==> config.mk <==
export PLATFORM = sky130hd
export DESIGN_NAME = msc_mode_supply_regs
export DESIGN_NICKNAME = d
export VERILOG_FILES = /design/src/msc_pkg.sv /design/src/msc_mode_supply_regs.sv /design/src/msc_spi_slave.sv
export SDC_FILE = /design/constraint.sdc
export NUM_CORES = 1
export LEC_CHECK = 0
export BUFFER_PORTS_ARGS = -buffer_cell sky130_fd_sc_hd__buf_2
export CORE_MARGIN = 3
export CORE_UTILIZATION = 52
export CTS_CLUSTER_DIAMETER = 150
export DETAILED_ROUTE_END_ITERATION = 7
export PLACE_DENSITY = 0.75
export SYNTH_ARGS = -nofsm -noshare
export SYNTH_HDL_FRONTEND = slang
export SYNTH_SLANG_ARGS = --single-unit
export TNS_END_PERCENT = 5
==> constraint.sdc <==
create_clock -name mclk_i -period 1.8 [get_ports mclk_i]
set_clock_uncertainty 0.2 [all_clocks]
set_input_delay 0 -clock mclk_i [delete_from_list [all_inputs] [get_ports mclk_i]]
set_output_delay 0 -clock mclk_i [all_outputs]
set_load 0.01 [all_outputs]
==> src/msc_pkg.sv <==
// Package for the mode and supply control register pair.
package msc_pkg;

  // ****************
  // Register map
  // ****************
  localparam logic [6:0] MSC_ADDR_MODE_SUPPLY = 7'h01;
  localparam logic [6:0] MSC_ADDR_HW_CTRL_LOW = 7'h02;

  // ****************
  // Field positions, mode and supply register
  // ****************
  localparam int MSC_MODE_HI = 7;
  localparam int MSC_MODE_LO = 6;
  localparam int MSC_AUX_HI = 4;
  localparam int MSC_AUX_LO = 3;
  localparam int MSC_OVR_BIT = 2;
  localparam int MSC_RT_HI = 1;
  localparam int MSC_RT_LO = 0;

  // ****************
  // Field positions, hardware control register
  // ****************
  localparam int MSC_SRST_BIT = 6;
  localparam int MSC_FO_BIT = 5;
  localparam int MSC_CP_BIT = 2;
  localparam int MSC_WDSEL_BIT = 0;

  // ****************
  // Values after reset
  // ****************
  localparam logic [7:0] MSC_MODE_SUPPLY_RST = 8'h00;
  localparam logic [7:0] MSC_HW_CTRL_LOW_RST = 8'h00;
  localparam logic [1:0] MSC_AUX_DEV_RST = 2'h3;

  // ****************
  // Field encodings
  // ****************
  localparam logic [1:0] MSC_MODE_NORMAL = 2'h0;
  localparam logic [1:0] MSC_MODE_SLEEP = 2'h1;
  localparam logic [1:0] MSC_MODE_STOP = 2'h2;
  localparam logic [1:0] MSC_MODE_SRESET = 2'h3;
  localparam logic [1:0] MSC_AUX_OFF = 2'h0;
  localparam logic [1:0] MSC_AUX_NORMAL = 2'h1;
  localparam logic [1:0] MSC_AUX_NORM_STOP = 2'h2;
  localparam logic [1:0] MSC_AUX_ALWAYS = 2'h3;

  // ****************
  // Frame and timing
  // ****************
  localparam int MSC_FRAME_BITS = 16;
  localparam int MSC_CLK_HZ = 20000000;
  localparam int MSC_SRST_PULSE_NS = 1000;
  localparam int MSC_SRST_PULSE_CYC =
    (MSC_SRST_PULSE_NS * (MSC_CLK_HZ / 1000000) + 999) / 1000;

  typedef struct packed {
    logic [7:0] data;
    logic write;
    logic [6:0] addr;
  } msc_frame_t;

endpackage

==> src/msc_mode_supply_regs.sv <==
// Mode and supply control registers with their device-side effects.
`timescale 1ns/1ps
// What this block does
// - Mode field: normal, sleep, stop, soft reset.
// - Reserved bits always read back zero.
// - Aux regulator policy: off, normal, +stop, always.
// - Aux off in restart, fail-safe, init unless dev.
// - Overvoltage sets flag; reaction bit enables restart or fail-safe.
// - Two-bit field selects one of four thresholds.
// - Stop to sleep write is not honoured.
// - Stop to normal ignores low bits, flags if they differ.
// - Restart entry sets mode field to normal.
// - Restart or overtemperature clears aux policy.
// - Write frame returns previous register contents.
// - Development mode powers up aux always on.
// - Reset zeroes; restart keeps threshold bits.
// - Soft reset pulses reset pin unless configured.
// - Software forces fail output when pin configured.
// - Charge pump follows its enable bit.
// - Select bit chooses first or second watchdog failure.
// - Clearing force bit keeps failure-raised fail output.
// - Restart clears software fail force bit.
// - Locked bits survive soft reset.
// - Locked bits reject writes.
// - Soft reset restores unlocked fields.
module msc_mode_supply_regs (
  // Clock and reset
  input wire logic mclk_i,
  input wire logic rst_n_i,
  // Serial pins
  input wire logic sclk_i,
  input wire logic csn_i,
  input wire logic sdi_i,
  output logic sdo_o,
  // Current device state
  input wire logic dev_mode_i,
  input wire logic init_mode_i,
  input wire logic normal_mode_i,
  input wire logic stop_mode_i,
  input wire logic restart_mode_i,
  input wire logic failsafe_mode_i,
  input wire logic restart_entry_i,
  input wire logic overtemp_i,
  input wire logic hw_cfg_restart_i,
  // Locks held elsewhere in the map
  input wire logic cfg_lock0_i,
  input wire logic cfg_lock1_i,
  // Supervision events
  input wire logic main_ov_i,
  input wire logic main_ov_flag_clr_i,
  input wire logic wd_fail_i,
  input wire logic wd_ok_i,
  input wire logic failure_i,
  input wire logic fo_pin_cfg_i,
  // Mode and supply outputs
  output logic [1:0] mode_req_o,
  output logic soft_reset_o,
  output logic reset_output_pin_n_o,
  output logic aux_regulator_on_o,
  output logic [1:0] main_reset_threshold_sel_o,
  output logic main_overvoltage_flag_o,
  output logic restart_req_o,
  output logic failsafe_req_o,
  output logic spi_fail_set_o,
  output logic fail_output_pin_o,
  output logic charge_pump_enable_o
);
  import msc_pkg::*;

  // ****************
  // Aux regulator decision
  // ****************
  function automatic logic aux_allowed(input logic [1:0] pol,
                                       input logic normal,
                                       input logic stop);
    case (pol)
      MSC_AUX_NORMAL: aux_allowed = normal;
      MSC_AUX_NORM_STOP: aux_allowed = normal | stop;
      MSC_AUX_ALWAYS: aux_allowed = 1'b1;
      default: aux_allowed = 1'b0;
    endcase
  endfunction

  // ****************
  // Register state
  // ****************
  logic [1:0] mode_field;
  logic [1:0] aux_regulator_policy;
  logic main_overvoltage_reaction;
  logic [1:0] main_reset_threshold_sel;
  logic soft_reset_rst_cfg;
  logic sw_fail_output_force;
  logic charge_pump_enable;
  logic watchdog_fail_count_sel;
  logic por_pending;
  logic main_ov_q;
  logic [1:0] wd_fail_cnt;
  logic [7:0] srst_cnt;

  logic [6:0] rd_addr;
  msc_frame_t frame;
  logic frame_valid;
  logic [7:0] rd_data;

  msc_spi_slave u_spi (
    .mclk_i(mclk_i),
    .rst_n_i(rst_n_i),
    .sclk_i(sclk_i),
    .csn_i(csn_i),
    .sdi_i(sdi_i),
    .sdo_o(sdo_o),
    .rd_data_i(rd_data),
    .rd_addr_o(rd_addr),
    .frame_o(frame),
    .frame_valid_o(frame_valid)
  );

  // ****************
  // Readback and write decode
  // ****************
  wire [7:0] mode_rd = {mode_field, 1'b0, aux_regulator_policy,
                        main_overvoltage_reaction,
                        main_reset_threshold_sel};
  wire [7:0] hw_rd = {1'b0, soft_reset_rst_cfg, sw_fail_output_force,
                      2'b00, charge_pump_enable, 1'b0,
                      watchdog_fail_count_sel};
  assign rd_data = (rd_addr == MSC_ADDR_MODE_SUPPLY) ? mode_rd :
                   (rd_addr == MSC_ADDR_HW_CTRL_LOW) ? hw_rd :
                   8'h00;

  wire wr_mode = frame_valid & frame.write &
                 (frame.addr == MSC_ADDR_MODE_SUPPLY);
  wire wr_hw = frame_valid & frame.write &
               (frame.addr == MSC_ADDR_HW_CTRL_LOW);
  wire [1:0] wr_mode_val = frame.data[MSC_MODE_HI:MSC_MODE_LO];
  wire stop_to_sleep = wr_mode & stop_mode_i &
                       (wr_mode_val == MSC_MODE_SLEEP);
  wire stop_to_normal = wr_mode & stop_mode_i &
                        (wr_mode_val == MSC_MODE_NORMAL);
  wire low_changed = frame.data[4:0] != mode_rd[4:0];
  wire soft_reset = wr_mode & (wr_mode_val == MSC_MODE_SRESET);
  wire low_accept = wr_mode & ~stop_to_normal & ~soft_reset;
  wire mode_accept = wr_mode & ~stop_to_sleep & ~soft_reset;

  // ****************
  // Supervision decode
  // ****************
  wire ov_rise = main_ov_i & ~main_ov_q;
  wire ov_react = ov_rise & main_overvoltage_reaction;
  wire [1:0] wd_need = watchdog_fail_count_sel ? 2'h1 : 2'h2;
  wire [1:0] wd_next = wd_fail_cnt + 2'h1;
  wire wd_react = wd_fail_i & (wd_next >= wd_need);
  wire go_restart = ov_react | wd_react;

  wire aux_block = restart_mode_i | failsafe_mode_i |
                   (init_mode_i & ~dev_mode_i);
  wire next_aux_on = ~aux_block &
                     aux_allowed(aux_regulator_policy, normal_mode_i,
                                 stop_mode_i);
  wire next_fail_out = (sw_fail_output_force & fo_pin_cfg_i) |
                       failure_i;

  // ****************
  // Mode and supply register
  // ****************
  always_ff @(posedge mclk_i) begin
    if (!rst_n_i) begin
      mode_field <= MSC_MODE_SUPPLY_RST[MSC_MODE_HI:MSC_MODE_LO];
      aux_regulator_policy <= MSC_AUX_OFF;
      main_overvoltage_reaction <= MSC_MODE_SUPPLY_RST[MSC_OVR_BIT];
      main_reset_threshold_sel <= MSC_MODE_SUPPLY_RST[MSC_RT_HI:MSC_RT_LO];
      por_pending <= 1'b1;
    end else begin
      por_pending <= 1'b0;
      if (por_pending) begin
        aux_regulator_policy <= dev_mode_i ?
                                MSC_AUX_DEV_RST : MSC_AUX_OFF;
      end
      if (restart_entry_i) begin
        mode_field <= MSC_MODE_NORMAL;
        aux_regulator_policy <= MSC_AUX_OFF;
        main_overvoltage_reaction <= 1'b0;
      end else if (soft_reset) begin
        mode_field <= MSC_MODE_SUPPLY_RST[MSC_MODE_HI:MSC_MODE_LO];
        aux_regulator_policy <= MSC_AUX_OFF;
        main_overvoltage_reaction <= MSC_MODE_SUPPLY_RST[MSC_OVR_BIT];
        main_reset_threshold_sel <=
          MSC_MODE_SUPPLY_RST[MSC_RT_HI:MSC_RT_LO];
      end else begin
        if (mode_accept) begin
          mode_field <= wr_mode_val;
        end
        if (low_accept) begin
          aux_regulator_policy <=
            frame.data[MSC_AUX_HI:MSC_AUX_LO];
          main_overvoltage_reaction <= frame.data[MSC_OVR_BIT];
          main_reset_threshold_sel <=
            frame.data[MSC_RT_HI:MSC_RT_LO];
        end
        if (overtemp_i) begin
          aux_regulator_policy <= MSC_AUX_OFF;
        end
      end
    end
  end

  // ****************
  // Hardware control register
  // ****************
  always_ff @(posedge mclk_i) begin
    if (!rst_n_i) begin
      soft_reset_rst_cfg <= MSC_HW_CTRL_LOW_RST[MSC_SRST_BIT];
      sw_fail_output_force <= MSC_HW_CTRL_LOW_RST[MSC_FO_BIT];
      charge_pump_enable <= MSC_HW_CTRL_LOW_RST[MSC_CP_BIT];
      watchdog_fail_count_sel <= MSC_HW_CTRL_LOW_RST[MSC_WDSEL_BIT];
    end else if (restart_entry_i) begin
      sw_fail_output_force <= 1'b0;
    end else if (soft_reset) begin
      if (!cfg_lock1_i) begin
        soft_reset_rst_cfg <= MSC_HW_CTRL_LOW_RST[MSC_SRST_BIT];
      end
      if (!cfg_lock0_i) begin
        charge_pump_enable <= MSC_HW_CTRL_LOW_RST[MSC_CP_BIT];
      end
      sw_fail_output_force <= MSC_HW_CTRL_LOW_RST[MSC_FO_BIT];
      watchdog_fail_count_sel <= MSC_HW_CTRL_LOW_RST[MSC_WDSEL_BIT];
    end else if (wr_hw) begin
      if (!cfg_lock1_i) begin
        soft_reset_rst_cfg <= frame.data[MSC_SRST_BIT];
      end
      if (!cfg_lock0_i) begin
        charge_pump_enable <= frame.data[MSC_CP_BIT];
      end
      sw_fail_output_force <= frame.data[MSC_FO_BIT];
      watchdog_fail_count_sel <= frame.data[MSC_WDSEL_BIT];
    end
  end

  // ****************
  // Overvoltage flag and watchdog failure count
  // ****************
  always_ff @(posedge mclk_i) begin
    if (!rst_n_i) begin
      main_ov_q <= 1'b0;
      main_overvoltage_flag_o <= 1'b0;
      wd_fail_cnt <= 2'h0;
    end else begin
      main_ov_q <= main_ov_i;
      // Set wins over a clear in the same cycle
      if (ov_rise) begin
        main_overvoltage_flag_o <= 1'b1;
      end else if (main_ov_flag_clr_i) begin
        main_overvoltage_flag_o <= 1'b0;
      end
      if (wd_react || wd_ok_i || restart_entry_i) begin
        wd_fail_cnt <= 2'h0;
      end else if (wd_fail_i) begin
        wd_fail_cnt <= wd_next;
      end
    end
  end

  // ****************
  // Soft reset pulse on the reset pin
  // ****************
  always_ff @(posedge mclk_i) begin
    if (!rst_n_i) begin
      srst_cnt <= 8'h00;
      reset_output_pin_n_o <= 1'b1;
      soft_reset_o <= 1'b0;
    end else begin
      soft_reset_o <= soft_reset;
      if (soft_reset && !soft_reset_rst_cfg) begin
        srst_cnt <= 8'(MSC_SRST_PULSE_CYC);
        reset_output_pin_n_o <= 1'b0;
      end else if (srst_cnt > 8'h01) begin
        srst_cnt <= srst_cnt - 8'h01;
      end else begin
        srst_cnt <= 8'h00;
        reset_output_pin_n_o <= 1'b1;
      end
    end
  end

  // ****************
  // Registered outputs
  // ****************
  always_ff @(posedge mclk_i) begin
    if (!rst_n_i) begin
      mode_req_o <= MSC_MODE_NORMAL;
      aux_regulator_on_o <= 1'b0;
      main_reset_threshold_sel_o <= 2'h0;
      restart_req_o <= 1'b0;
      failsafe_req_o <= 1'b0;
      spi_fail_set_o <= 1'b0;
      fail_output_pin_o <= 1'b0;
      charge_pump_enable_o <= 1'b0;
    end else begin
      mode_req_o <= mode_field;
      aux_regulator_on_o <= next_aux_on;
      main_reset_threshold_sel_o <= main_reset_threshold_sel;
      restart_req_o <= go_restart & hw_cfg_restart_i;
      failsafe_req_o <= go_restart & ~hw_cfg_restart_i;
      spi_fail_set_o <= stop_to_normal & low_changed;
      fail_output_pin_o <= next_fail_out;
      charge_pump_enable_o <= charge_pump_enable;
    end
  end
endmodule

==> src/msc_spi_slave.sv <==
// Serial frame engine: shifts 16-bit frames in and read data out.
`timescale 1ns/1ps
module msc_spi_slave (
  // Clock and reset
  input wire logic mclk_i,
  input wire logic rst_n_i,
  // Serial pins
  input wire logic sclk_i,
  input wire logic csn_i,
  input wire logic sdi_i,
  output logic sdo_o,
  // Register side
  input wire logic [7:0] rd_data_i,
  output logic [6:0] rd_addr_o,
  output msc_pkg::msc_frame_t frame_o,
  output logic frame_valid_o
);
  import msc_pkg::*;

  logic sclk_q;
  logic csn_q;
  logic [15:0] shift_q;
  logic [4:0] count_q;
  logic [7:0] tx_q;
  logic load_q;

  wire sclk_rise = sclk_i & ~sclk_q;
  wire sclk_fall = ~sclk_i & sclk_q;
  wire csn_rise = csn_i & ~csn_q;
  wire full_frame = (count_q == 5'(MSC_FRAME_BITS));

  // Address byte lands in the upper half after eight bits
  assign rd_addr_o = shift_q[14:8];

  always_ff @(posedge mclk_i) begin
    sclk_q <= sclk_i;
    csn_q <= csn_i;
  end

  always_ff @(posedge mclk_i) begin
    if (!rst_n_i) begin
      shift_q <= 16'h0000;
      count_q <= 5'h00;
      tx_q <= 8'h00;
      load_q <= 1'b0;
      sdo_o <= 1'b0;
      frame_o <= '0;
      frame_valid_o <= 1'b0;
    end else begin
      frame_valid_o <= 1'b0;
      load_q <= 1'b0;
      if (csn_i) begin
        count_q <= 5'h00;
        sdo_o <= 1'b0;
        if (csn_rise && full_frame) begin
          frame_o <= shift_q;
          frame_valid_o <= 1'b1;
        end
      end else begin
        if (sclk_rise) begin
          shift_q <= {sdi_i, shift_q[15:1]};
          if (count_q != 5'h1f) begin
            count_q <= count_q + 5'h01;
          end
          load_q <= (count_q == 5'h07);
        end
        // Contents sampled before any write of this frame lands
        if (load_q) begin
          tx_q <= rd_data_i;
        end
        if (sclk_fall && count_q >= 5'h08) begin
          sdo_o <= tx_q[0];
          tx_q <= {1'b0, tx_q[7:1]};
        end
      end
    end
  end
endmodule
==> out/metrics.cfg, run 1 <==
[logic_synthesis]
synth_edf_count = 0
seq_area_frac_synth = 0.4850
synth_top_area_frac = 0.4850
post-synth-top-area-cell = dfxtp_1
synthFlopType = dfxtp_1
synth_most_common_cell = dfxtp_1
yosys-top-cells-area = dfxtp_1, mux2i_1, a21oi_1, nand2_1, nor2_1
synth_common_cells = dfxtp_1, nand2_1, nor2_1, a21oi_1, mux2i_1
syn_inst = 380
ys_ff_latch = 86
async_flop_share = 0
syn_area_um2 = 3550
ys_types = 54
yosysWarnings = 0
synth.net_count = 409
syn_area_per_cell_um2 = 9.341

[global_route]
grt_start_max_net_pins = 38
grt_pass1_wl_mm = 12.30
grt.overflow.total = 0
grt_util_all_layers = 0.2036
grt_pass1_vias = 2785
antenna_found_initial = 0

[layout]
layout.nets = 477
diodes = 0
drive_gt1_frac = 0.1903
final_area_um2 = 4329
stdcell_count = 529
syn2layout_area_growth_pct = 21.96

[sta]
finalCritPeriodShare = 0.9867
hold_viol_final = 0
slew_viol_final = 0
fin_hold_ws_ns = 0.02099
relSlewSlack = 0.6918
setup_ws_ns = 0.02402
tightest_slew_ns = 0.4618
fmax_ghz = 0.5631
setup_viol = 0
rsz0062_at_grt = yes
min_period_ns = 1.776

[die]
die_w_um = 88.62
initial_core_util = 0.5465
coreArea_um2 = 6495
io_pins = 36
die_area_um2 = 7854
std_cell_rows = 29
die_y_um = 88.62

[hold_path]
holdPathStages = 5
min_to = aux_regulator_on_o
worstHoldStart = rst_n_i
holdCritPathClass = primary input to flip-flop

[placement]
placed_area_um2 = 3859
portBuffers = 35
post-place-cells = 489
gp_congestion = 0.8410
pre_cts_ws_ns = -0.0009884
post-dp-hpwl_mm = 5.184

[setup_path]
cp_num_buf_inv = 0
r2r.worst_path.cells = 7
critPathArrivalTime_ns = 1.86
r2r-start = u_spi.count_q[0]
slowest_stage = dfxtp_4
path_max_fanout = 4
cp_top_family = simple AND/OR/NAND/NOR gates
criticalPathCategory = flip-flop to flip-flop
r2r_slack_ns = 0.02
r2r-end = u_spi.count_q[3]
required_ns = 1.89
path_common_cell = ha_4
cp-end-kind = flip-flop
crit_path_start_kind = flip-flop
worstPathCellList = ha_4 -> and3_4 -> ha_4 -> nor3b_4 -> nand4_1 -> xor2_1 -> nor2_1
cpPeakStageDelay_ns = 0.37

[routing]
vias_per_cell = 5.548
dr_wl_met3_um = 352
postRouteAntennaNets = 0
wire_per_inst_um = 14.67
drt-met1-wl_mm = 3.508
highest_layer = met4
wl_met2_mm = 3.697
drt_first_pass_iters = 4
vias = 2935
first_iter_violations = 147
drt_wl_total_mm = 7.758
drc = 0

[clock_network]
clockBufferDepth = 2
htree_num_levels = 3
cts_buffers = 9
cts_root_buffer = clkbuf_8
clock_latency_ns = 0.34
clkSinkCount = 86
clk_pin_slew_ns = 0.08
cts_tree = built

[power]
leakage_uw = 0.001664
powerDensity_nw_per_um2 = 756.1
ir_drop_v = 0.0004175
p_total_uw = 3273

[flow_run]
cap_violations = 0

[outcome]
outcome = completed

==> final cells by class <==
type | instances | area (um^2)
clock buffer | 14 | 162.7
tap | 77 | 96.34
sequential | 86 | 1728
inverter | 12 | 45.04
timing repair buffer | 72 | 531.8
fill | 509 | 2166
multi-input combinational | 267 | 1760
clock inverter | 1 | 5.005
==> worst max-delay path by stage <==
stage	slack [ns]	startpoint	depth (start not counted)	end
floorplan	0.03	u_spi.count_q[0]	7	u_spi.count_q[3]
global placement	0.03	u_spi.count_q[0]	8	u_spi.count_q[1]
detailed placement	-0.001	u_spi.count_q[0]	8	u_spi.count_q[1]
CTS	0.002	u_spi.count_q[0]	8	u_spi.count_q[1]
global route	-0.05	u_spi.count_q[0]	7	u_spi.count_q[3]
finish	0.02	u_spi.count_q[0]	7	u_spi.count_q[3]
==> cell usage in the layout (no fill, tap or decap), drive strengths merged, types with 9 or more instances in the layout <==
cell type / instances
buf: 48
dlygate4sd3: 23
clkbuf: 14
nor3: 13
a21oi: 34
nand2: 42
dfxtp: 86
inv: 12
and2: 9
nor2: 42
mux2i: 18
==> report_power, final <==
group	leakage, uW	total (uW)	switching [uW]	internal [uW]
logic	0.000881	173	87.1	85.7
registers	0.000696	1920	9.26	1910
clock network	0.0000865	1180	610	570
==> per-stage QoR <==
step,utilization,TNS (ns)
CTS,0.6575,0
finish,0.6665,0
global placement,0.5941,0
floorplan,-,0
detailed placement,0.5941,-0.0009884
global route,0.6665,-0.2120
==> cell families (layout without fill, tap and decap cells) <==
kind of cell | count (synthesis) | count (layout) | share of synthesized area
AOI/OAI and AO/OA | 76 | 76 | 0.1445
xor gates and xnor gates | 15 | 15 | 0.03701
adders and majority gates | 7 | 7 | 0.02467
buffers and inverters | 27 | 99 | 0.03419
DFF | 86 | 86 | 0.4850
muxes | 19 | 19 | 0.05393
and+or+nand+nor | 150 | 150 | 0.2206
==> repair_timing <==
action                     4_1_cts  5_1_grt
setup buffers                    1        0
pin swaps                        1        2
gates resized for setup          2       12
setup endpoints to repair        1       15
hold buffers                    23        1
hold endpoints to repair        58        1
==> worst reg2reg max path, delay by kind of cell, from the launching register on <==
kind,cells,cell delay [ns]
flops,1,0.37
simple gates,4,0.67
fa+ha+maj,2,0.32
xor+xnor,1,0.16
==> routing by layer <==
| metal | up-vias | global-route usage |
|---|---|---|
| li1 | 1475 | - |
| met2 | 84 | 0.3482 |
| met1 | 1357 | 0.2388 |
| met3 | 19 | 0.05028 |
| met5 | - | 0 |
| met4 | 0 | 0.09478 |
==> registers in the layout, summed over array words and instances (netlist names), 5 cells and up <==
signal         flops
u_spi.count_q      5
u_spi.tx_q         8
u_spi.frame_o     16
srst_cnt           8
u_spi.shift_q     16
No activity file was read; power rests on OpenSTA's default activity.
==> run 2, diff against run 1 <==
Settings changed: BUFFER_PORTS_ARGS -buffer_cell sky130_fd_sc_hd__buf_2 to unset, CORE_UTILIZATION 52 to 55, DONT_BUFFER_PORTS set to 1, PLACE_DENSITY 0.75 to 0.74.
==> out/metrics.cfg, run 2 (synthesis gave the netlist of run 1 again) <==
[outcome]
outcome = finished with violations
violations = setup timing

[layout]
syn2layout_area_growth_pct = 16.28
final_area_um2 = 4128  ; -4.7%
layout.nets = 441  ; -7.5%
fillers = 491  ; -3.5%
drive_gt1_frac = 0.1247  ; -0.06557
layout_common_cells = dfxtp_1, nand2_1, nor2_1
final_common_cell = dfxtp_1
diodes = 0  ; unchanged
reg_top3 = u_spi.frame_o: 16 flops, u_spi.shift_q: 16 flops

[global_route]
grt_util_all_layers = 0.2178  ; +0.01421
grtUsageMet2 = 0.3540  ; +0.005786
grt_pass1_vias = 2719  ; -2.4%
grt_start_max_net_pins = 48  ; +26%
antenna_found_initial = 0  ; unchanged
globalRouteMet3Util = 0.04087  ; -0.009405
use_met1 = 0.2768  ; +0.03795
grt_pass1_wl_mm = 12.85  ; +4.4%
grt.overflow.total = 0  ; unchanged
top_usage_layer = met2

[hold_path]
holdCritPathClass = primary input to flip-flop

[setup_path]
critPathArrivalTime_ns = 1.85  ; about the same
path_max_fanout = 4  ; unchanged
required_ns = 1.83  ; -0.06 ns
criticalPathCategory = flip-flop to flip-flop
r2r-end = u_spi.count_q[1]
crit_path_start = u_spi.count_q[1]
r2r-start = u_spi.count_q[1]
cp-end-kind = flip-flop
r2r_slack_ns = -0.01  ; -0.04 ns
crit_path_start_kind = flip-flop
r2r.worst_path.cells = 8  ; +1
critPathCapture = u_spi.count_q[1]

[sta]
finalCritPeriodShare = 1.008  ; +0.02158
hold_viol_final = 0  ; unchanged
fmax_ghz = 0.5510  ; -2.1%
slew_viol_final = 0  ; unchanged
relSlewSlack = 0.5684  ; -0.1234
min_period_ns = 1.815  ; +0.03884 ns
setup_viol = 1  ; +1
setup_ws_ns = -0.01482  ; -0.03884 ns
tightest_slew_ns = 0.6452  ; +0.1834 ns
rsz0062_at_grt = yes

[routing]
vias = 2775  ; -5.5%
vias_per_cell = 5.640  ; +1.7%
first_iter_violations = 164  ; +12%
drt_wl_total_mm = 7.557  ; -2.6%
wire_per_inst_um = 15.36  ; +4.7%
drt_first_pass_iters = 4  ; unchanged
drc = 0  ; unchanged
postRouteAntennaNets = 0  ; unchanged

[die]
io_pins = 36  ; unchanged
std_cell_rows = 28  ; -3.4%
coreArea_um2 = 6096  ; -6.1%
die_y_um = 86.34  ; -2.6%
die_area_um2 = 7454  ; -5.1%
die_w_um = 86.34  ; -2.6%
initial_core_util = 0.5823  ; +0.03578

[placement]
post-dp-hpwl_mm = 5.034  ; -2.9%
portBuffers = 0  ; -100%
pre_cts_ws_ns = 0.01606  ; +0.01705 ns
gp_congestion = 0.8233  ; -2.1%
placed_area_um2 = 3696  ; -4.2%

[power]
powerDensity_nw_per_um2 = 801.8  ; +6.0%
leakage_uw = 0.001506  ; -9.5%
ir_drop_v = 0.0004534  ; +8.6%

[clock_network]
htree_num_levels = 3  ; unchanged
cts_root_buffer = clkbuf_8
cts_tree = built
clockBufferDepth = 2  ; unchanged
clock_latency_ns = 0.35  ; about the same
clk_pin_slew_ns = 0.08  ; about the same
cts_buffers = 9  ; unchanged
clkSinkCount = 86  ; unchanged

[flow_run]
cap_violations = 0  ; unchanged

run 2: cell count changes in the layout (fill, tap and decap cells not counted), sizes merged:
cell          change
dlygate4sd3       -2
clkinvlp          +1
clkbuf            -1
buf              -33
clkinv            +1
dlymetal6s4s      -1
run 2: through the flow:
stage,power (uW),hold WS [ns],TNS [ns],utilization,instances
global route,3456,0.08349,-2.096,0.6771,492
finish,3310,0.08206,-0.01482,0.6771,492
floorplan,2035,-0.1723,0,-,380
global placement,2051,-0.1719,0,0.6063,454
CTS,3342,0.07829,0,0.6771,492
detailed placement,2053,-0.1719,0,0.6063,454
run 2: worst min path at each step:
| stage | from | endpoint | cells past startpoint |
|---|---|---|---|
| floorplan | csn_i | u_spi.csn_q | 0 |
| global placement | sclk_i | u_spi.sclk_q | 0 |
| detailed placement | sclk_i | u_spi.sclk_q | 0 |
| CTS | hw_cfg_restart_i | failsafe_req_o | 2 |
| global route | hw_cfg_restart_i | failsafe_req_o | 2 |
| finish | hw_cfg_restart_i | failsafe_req_o | 2 |
run 2: power breakdown:
part	switching (uW)	internal [uW]
sequential	11.6	1910
clock	636	611
combinational	77.2	61.5
total	725	2580
run 2: worst max-delay path, cell delays in order (launching register included):
cell and delay [ns]:
dfxtp_2 0.35, ha_4 0.15, and3_4 0.18, ha_4 0.16
nor3b_4 0.28, buf_4 0.18, nor2_1 0.04, a21oi_1 0.11
nor2_1 0.06
run 2: layer usage:
layer  up-vias  wire, um
met3        13       294
met5         -         0
met2        59      3641
met4         0       140
met1      1297      3480
li1       1406         -
run 2: timing repair:
action | CTS | global route
pin swaps | 2 | 1
resized for setup | 5 | 1
buffers inserted | 1 | 0
cloned | 0 | 0
setup endpoints to repair | 1 | 28
endpoints found under the hold margin | 86 | 0
hold buffers | 21 | 0
run 2: final cells by class:
| class | count | area [um^2] | area share |
|---|---|---|---|
| inverter | 12 | 45.04 | 0.01091 |
| multi-input combinational | 267 | 1743 | 0.4222 |
| clock buffer | 13 | 168.9 | 0.04092 |
| tap | 75 | 93.84 | 0.02273 |
| timing repair buffer | 36 | 335.3 | 0.08124 |
| sequential | 86 | 1724 | 0.4177 |
| clock inverter | 3 | 17.52 | 0.004244 |
